## src/hw/mds_regs.svh

```systemverilog
// register map, field positions and widths of the per-axis driver status word
`ifndef MDS_REGS_SVH
`define MDS_REGS_SVH

`define MDS_ADDR_W          7
`define MDS_ADDR_AXIS1      7'h6F
`define MDS_ADDR_AXIS2      7'h7F
`define MDS_BIT_STANDSTILL  31
`define MDS_BIT_OPEN_B      30
`define MDS_BIT_OPEN_A      29
`define MDS_BIT_SHORT_B     28
`define MDS_BIT_SHORT_A     27
`define MDS_BIT_PREWARN     26
`define MDS_BIT_SHUTDOWN    25
`define MDS_BIT_STALL       24
`define MDS_CS_LSB          16
`define MDS_CS_W            5
`define MDS_SG_W            10
`define MDS_CHOPPER_OFF_TIME_W          4
`define MDS_PIN_W           11
`define MDS_PIN_PREWARN     8
`define MDS_PIN_LIMIT       9
`define MDS_PIN_ENN         10
`define MDS_STATUS_RESET    32'h0000_0000

`endif

```

## src/hw/mds_pkg.sv

```systemverilog
// types for the driver status flag bank
package mds_pkg;
  typedef struct packed {
    logic [10:0]      sync1;
    logic [10:0]      sync2;
    logic [1:0][1:0]  short_r;
    logic             ot_r;
    logic [1:0]       drv_en;
    logic [1:0][31:0] status;
    logic [31:0]      rdata;
    logic             rvalid;
  } mds_state_t;
endpackage

```

## src/hw/mds_status_flags.sv

```systemverilog
// per-axis driver status words with shared thermal and latched short-to-ground protection
//
// How it works
// - two read-only status words, axis one at 0x6F, axis two at 0x7F
// - bit 31 shows standstill of the axis in every operation mode
// - bits 30 and 29 show open load on phase B and phase A
// - open load is informative only; driver enable ignores it
// - bits 28 and 27 show short to ground; a short disables that axis driver
// - short flags stay latched until off time is zero or enable-not is high
// - bit 26 shows temperature above the pre-warning threshold
// - one pre-warning condition is shown identically in both words
// - bit 25 shows shutdown; both drivers off until pre-warning also clears
// - one shutdown condition is shown identically in both words
// - bit 24 shows stall: load result zero or load-dependent-speed stall
// - bits 20 to 16 show the actual adaptive current scaling
// - stall detection compares the load result against zero
`timescale 1ns/1ps
`include "mds_regs.svh"

module mds_status_flags (
  input  wire logic                          clock_in,
  input  wire logic                          sys_rst_in,
  input  wire logic [`MDS_ADDR_W-1:0]        reg_addr_in,
  input  wire logic                          reg_rd_in,
  output logic      [31:0]                   reg_rdata_out,
  output logic                               reg_rvalid_out,
  input  wire logic [1:0]                    standstill_in,
  input  wire logic [1:0]                    open_load_a_in,
  input  wire logic [1:0]                    open_load_b_in,
  input  wire logic [1:0]                    short_ground_phase_a_in,
  input  wire logic [1:0]                    short_ground_phase_b_in,
  input  wire logic                          temp_prewarn_in,
  input  wire logic                          temp_limit_in,
  input  wire logic                          enable_not_input_in,
  input  wire logic [1:0]                    speed_mode_stall_in,
  input  wire logic [2*`MDS_SG_W-1:0]        load_measure_result_in,
  input  wire logic [2*`MDS_CS_W-1:0]        cs_actual_in,
  input  wire logic [2*`MDS_CHOPPER_OFF_TIME_W-1:0]      chopper_off_time_in,
  output logic      [1:0]                    driver_enable_out
);

  mds_pkg::mds_state_t st_r;
  mds_pkg::mds_state_t st_nxt;

  logic [`MDS_PIN_W-1:0] pins;
  logic [1:0]            off_w;
  logic [1:0]            stall_w;

  ////////////////////////////////////////////////////////////////////////////////
  // comparator and enable pins are asynchronous, so they pass two flops first

  always_comb begin
    pins = {enable_not_input_in, temp_limit_in, temp_prewarn_in,
            short_ground_phase_b_in[1], short_ground_phase_a_in[1],
            open_load_b_in[1], open_load_a_in[1],
            short_ground_phase_b_in[0], short_ground_phase_a_in[0],
            open_load_b_in[0], open_load_a_in[0]};
  end

  always_comb begin
    for (int a = 0; a < 2; a++) begin
      off_w[a]   = st_r.sync2[`MDS_PIN_ENN] ||
                   (chopper_off_time_in[a*`MDS_CHOPPER_OFF_TIME_W +: `MDS_CHOPPER_OFF_TIME_W] == 4'h0);
      stall_w[a] = (load_measure_result_in[a*`MDS_SG_W +: `MDS_SG_W] == 10'h000) ||
                   speed_mode_stall_in[a];
    end
  end

  ////////////////////////////////////////////////////////////////////////////////
  // next state

  always_comb begin
    st_nxt       = st_r;
    st_nxt.sync1 = pins;
    st_nxt.sync2 = st_r.sync1;
    // shutdown holds until the die has cooled below pre-warning as well
    if (st_r.sync2[`MDS_PIN_LIMIT]) begin
      st_nxt.ot_r = 1'b1;
    end else if (!st_r.sync2[`MDS_PIN_PREWARN]) begin
      st_nxt.ot_r = 1'b0;
    end
    for (int a = 0; a < 2; a++) begin
      for (int p = 0; p < 2; p++) begin
        // a short seen in the clearing cycle wins, so no event is lost
        if (st_r.sync2[a*4 + 2 + p]) begin
          st_nxt.short_r[a][p] = 1'b1;
        end else if (off_w[a]) begin
          st_nxt.short_r[a][p] = 1'b0;
        end
      end
      // open load is left out of the enable on purpose
      st_nxt.drv_en[a] = !off_w[a] && !(|st_nxt.short_r[a]) && !st_nxt.ot_r;
      st_nxt.status[a] = {standstill_in[a],
                          st_r.sync2[a*4 + 1], st_r.sync2[a*4],
                          st_nxt.short_r[a][1], st_nxt.short_r[a][0],
                          st_r.sync2[`MDS_PIN_PREWARN],
                          st_nxt.ot_r,
                          stall_w[a],
                          3'h0,
                          cs_actual_in[a*`MDS_CS_W +: `MDS_CS_W],
                          16'h0000};
    end
    // reads only select a word; nothing is cleared by them
    st_nxt.rvalid = reg_rd_in;
    if (!reg_rd_in) begin
      st_nxt.rdata = st_r.rdata;
    end else if (reg_addr_in == `MDS_ADDR_AXIS1) begin
      st_nxt.rdata = st_r.status[0];
    end else if (reg_addr_in == `MDS_ADDR_AXIS2) begin
      st_nxt.rdata = st_r.status[1];
    end else begin
      st_nxt.rdata = 32'h0000_0000;
    end
  end

  always_ff @(posedge clock_in) begin
    if (sys_rst_in) begin
      st_r <= '0;
    end else begin
      st_r <= st_nxt;
    end
  end

  always_comb begin
    reg_rdata_out     = st_r.rdata;
    reg_rvalid_out    = st_r.rvalid;
    driver_enable_out = st_r.drv_en;
  end

  for (genvar a = 0; a < 2; a++) begin : g_chk

  end
endmodule // mds_status_flags

```

## config.mk

```make
export PLATFORM = sky130hd
export DESIGN_NAME = mds_status_flags
export DESIGN_NICKNAME = d
export VERILOG_FILES = /design/src/hw/mds_pkg.sv /design/src/hw/mds_status_flags.sv
export VERILOG_INCLUDE_DIRS = /design/src /design/src/hw
export SDC_FILE = /design/constraint.sdc
export NUM_CORES = 1
export LEC_CHECK = 0
export ABC_AREA = 1
export BUFFER_PORTS_ARGS = -buffer_cell sky130_fd_sc_hd__buf_2
export CORE_ASPECT_RATIO = 1.75
export CORE_MARGIN = 2
export CORE_UTILIZATION = 48
export CTS_CLUSTER_DIAMETER = 30
export CTS_CLUSTER_SIZE = 40
export DETAILED_ROUTE_END_ITERATION = 8
export PLACE_DENSITY = 0.79
export SKIP_CTS_REPAIR_TIMING = 1
export SLEW_MARGIN = 10
export SYNTH_ARGS = -nofsm -noshare
export SYNTH_HDL_FRONTEND = slang
export SYNTH_SLANG_ARGS = --single-unit
```

## constraint.sdc

```tcl
create_clock -name clock_in -period 0.98 [get_ports clock_in]
set_input_delay 0.098 -clock clock_in [delete_from_list [all_inputs] [get_ports clock_in]]
set_output_delay 0.098 -clock clock_in [all_outputs]
set_load 0.05 [all_outputs]
```

==> impl_metrics.csv <==
group,metric,value,unit
sta,min_period,0.945,ns
yosys,async_flop_share,0,%
yosys,synth_area_leaders,"dfxtp_1, nor2_1, buf_4",
power,ir_worst_vdd,870,uV
yosys,synth-seq-cells,62,
critical_path,cp_slowest_cell,"dfxtp_1",
yosys,ys_seq_area_share,49.5,%
sta,final_hold_viol_count,2,
die,core,0.00502,sq mm
sta,clock_skew,0.00549,ns
die,row_count,34,
global_route,grt.total_usage,15.6,%
hold_path,hp-class,"primary input to register",
sta,hold-worst-slack,-0.00878,ns
finish,drive_gt1_share,27.3,%
sta,fmax,1060,MHz
finish,area_delta_synth_final,30.9,%
run,maxCapViolations,0,
yosys,syn_area_per_cell,7.51,sq um
critical_path,critical-path-max-stage-delay,0.35,ns
yosys,synth_cell_type_count,18,
sta,rsz0062_at_grt,"false",
critical_path,worstSetupEndpointType,"output pin",
yosys,yosys_warnings,0,
run_status,status,"finished, violations left",
finish,final_nets,487,
die,ios,98,
finish,antenna-diode-count,0,
die,die_area,0.00584,sq mm
detailed_routing,wl_per_cell,9.47,um
run_status,violations,"DRC, hold timing",
yosys,yosysMostFrequentCell,"nor2_1",
placement,globalplace.congestion,0.804,
detailed_routing,dr.first_iter.drc_count,56,
detailed_routing,vias,2073,
power,power_density,1730,mW/mm^2
yosys,synth_top_area_share,49.5,%
global_route,grt_pass1_wl,6.93,mm
power,leakagePower,0.00164,uW
critical_path,critPathBufInv,1,
finish,fill_cells,420,
placement,dp_hpwl,3.15,mm
placement,io_buffers,78,
critical_path,cp_max_fo,2,
clock_tree,clockBufferDepth,2,
yosys,syn-cell-area,0.00251,sq mm
detailed_routing,drt-pass1-iter-count,6,
clock_tree,cts_max_level,3,
critical_path,worstPathRequired,0.88,ns
yosys,synth_top_flop_cell,"dfxtp_1",
detailed_routing,post-route-drc-count,4,
clock_tree,cts_num_sinks,62,
global_route,grt_pass1_vias,1750,
sta,post-route-period-util,96.4,%
yosys,synth_top_cell_by_area,"dfxtp_1",
global_route,antenna_found_initial,0,
critical_path,path_class,"register to output pin",
detailed_routing,ant_nets,0,
finish,final_area,0.00328,sq mm
placement,place_area,0.00277,sq mm
clock_tree,cts-root-buf,"clkbuf_8",
detailed_routing,vias_per_cell,4.29,
clock_tree,clk_pin_slew,0.07,ns
clock_tree,cts_tree,"built",
detailed_routing,wl,4.57,mm
sta,maxSlewViolCount,0,
critical_path,crit_family,"flip-flops",
yosys,synth_edf_count,0,
clock_tree,numCtsBuffers,9,
die,die_w,58.6,um
clock_tree,clock_latency,0.33,ns
sta,setup_tns,0,ns
sta,setup_viol,0,
critical_path,start_kind,"register",
die,die_height,99.6,um
critical_path,crit_chain,"buf_6",
global_route,grt_overflow,0,
yosys,syn_inst,334,
yosys,yosys-top-cells-count,"nor2_1, dfxtp_1, inv_1, buf_4, nand2_1",
critical_path,critPathArrivalTime,0.85,ns
die,initial_core_util,50.0,%
global_route,grt_max_degree,28,
[metrics by stage]
| stage | cells | total power (uW) | setup WS, ns | util (%) |
|---|---|---|---|---|
| finish | 483 | 5680 | 0.0354 | 65.4 |
| global route | 483 | 5930 | 0.000917 | 65.4 |
| CTS | 460 | 5620 | -0.0777 | 59.1 |
| detailed placement | 444 | 3450 | -0.236 | 55.1 |
| global placement | 444 | 3430 | -0.206 | 55.1 |
| floorplan | 352 | 3350 | 0.175 | - |
[cell usage in the layout (no fill, tap or decap)]
cell,n
inv_1,62
o21ai_1,1
nand4_1,1
nor2_2,11
dlygate4sd3_1,23
nor2_4,1
a21oi_1,6
conb_1,19
clkinvlp_4,2
buf_2,62
bufinv_16,1
dfxtp_2,4
clkinv_4,1
o21ai_0,13
buf_4,10
nand3_2,1
clkbuf_4,1
nand2_1,22
clkbuf_8,10
buf_12,1
clkbuf_1,1
nand3_1,18
buf_6,10
dfxtp_1,58
nand2_2,1
nor2_1,86
nor3_1,2
clkinv_2,1
[final cells by class]
class	count	area, sq um	area share [%]
multi-input cells	182	779	23.8
inverters	62	233	7.09
repair buffers	107	756	23.0
clock inverters	5	58.8	1.79
flip-flops and latches	62	1250	38.0
clock buffers	11	141	4.31
well taps	54	67.6	2.06
[power by group]
group          switching [uW]  internal, uW  total [uW]
Clock                     929          1240        2170
Combinational             515           303         818
Sequential               43.5          2650        2690
Total                    1490          4190        5680
[path summary, 6_finish.rpt]
check,start,endpoint,slack [ns],depth (start not counted)
setup reg to reg,st_nxt[59]$_SDFF_PP0_,driver_enable_out[1]$_SDFF_PP0_,0.12,5
hold / removal,speed_mode_stall_in[0],st_r[57]$_SDFF_PP0_,-0.009,3
setup / recovery,reg_rdata_out[19]$_SDFFE_PP0P_,reg_rdata_out[19],0.04,1
hold reg to reg,st_nxt[95]$_SDFF_PP0_,st_r[95]$_SDFF_PP0_,0.40,2
[registers in the layout, indices dropped and copies added (netlist names)]
register           flops
driver_enable_out      2
reg_rdata_out         13
reg_rvalid_out         1
st_nxt                16
st_r                  30
[cells by family after synthesis]
group,count (synthesis),synth area share [%]
buffers and inverters,108,22.2
and+or+nand+nor,143,24.2
other,1,0.150
AOI/OAI and AO/OA,20,3.99
DFF,62,49.5
[worst min-delay path: cells and delay by family]
family	cells	cell delay (ns)
buffers and inverters	1	0.08
and+or+nand+nor	2	0.11
[routing by layer]
metal	part of all wire [%]	GRT usage (%)	wire [um]	vias to the layer above
li1	-	-	-	1103
met1	37	14.8	1710	899
met4	2.9	11.9	134	0
met5	0	0	0	-
met3	4.6	4.68	211	11
met2	55	27.0	2510	60
Power figures use the tool's default switching activity.
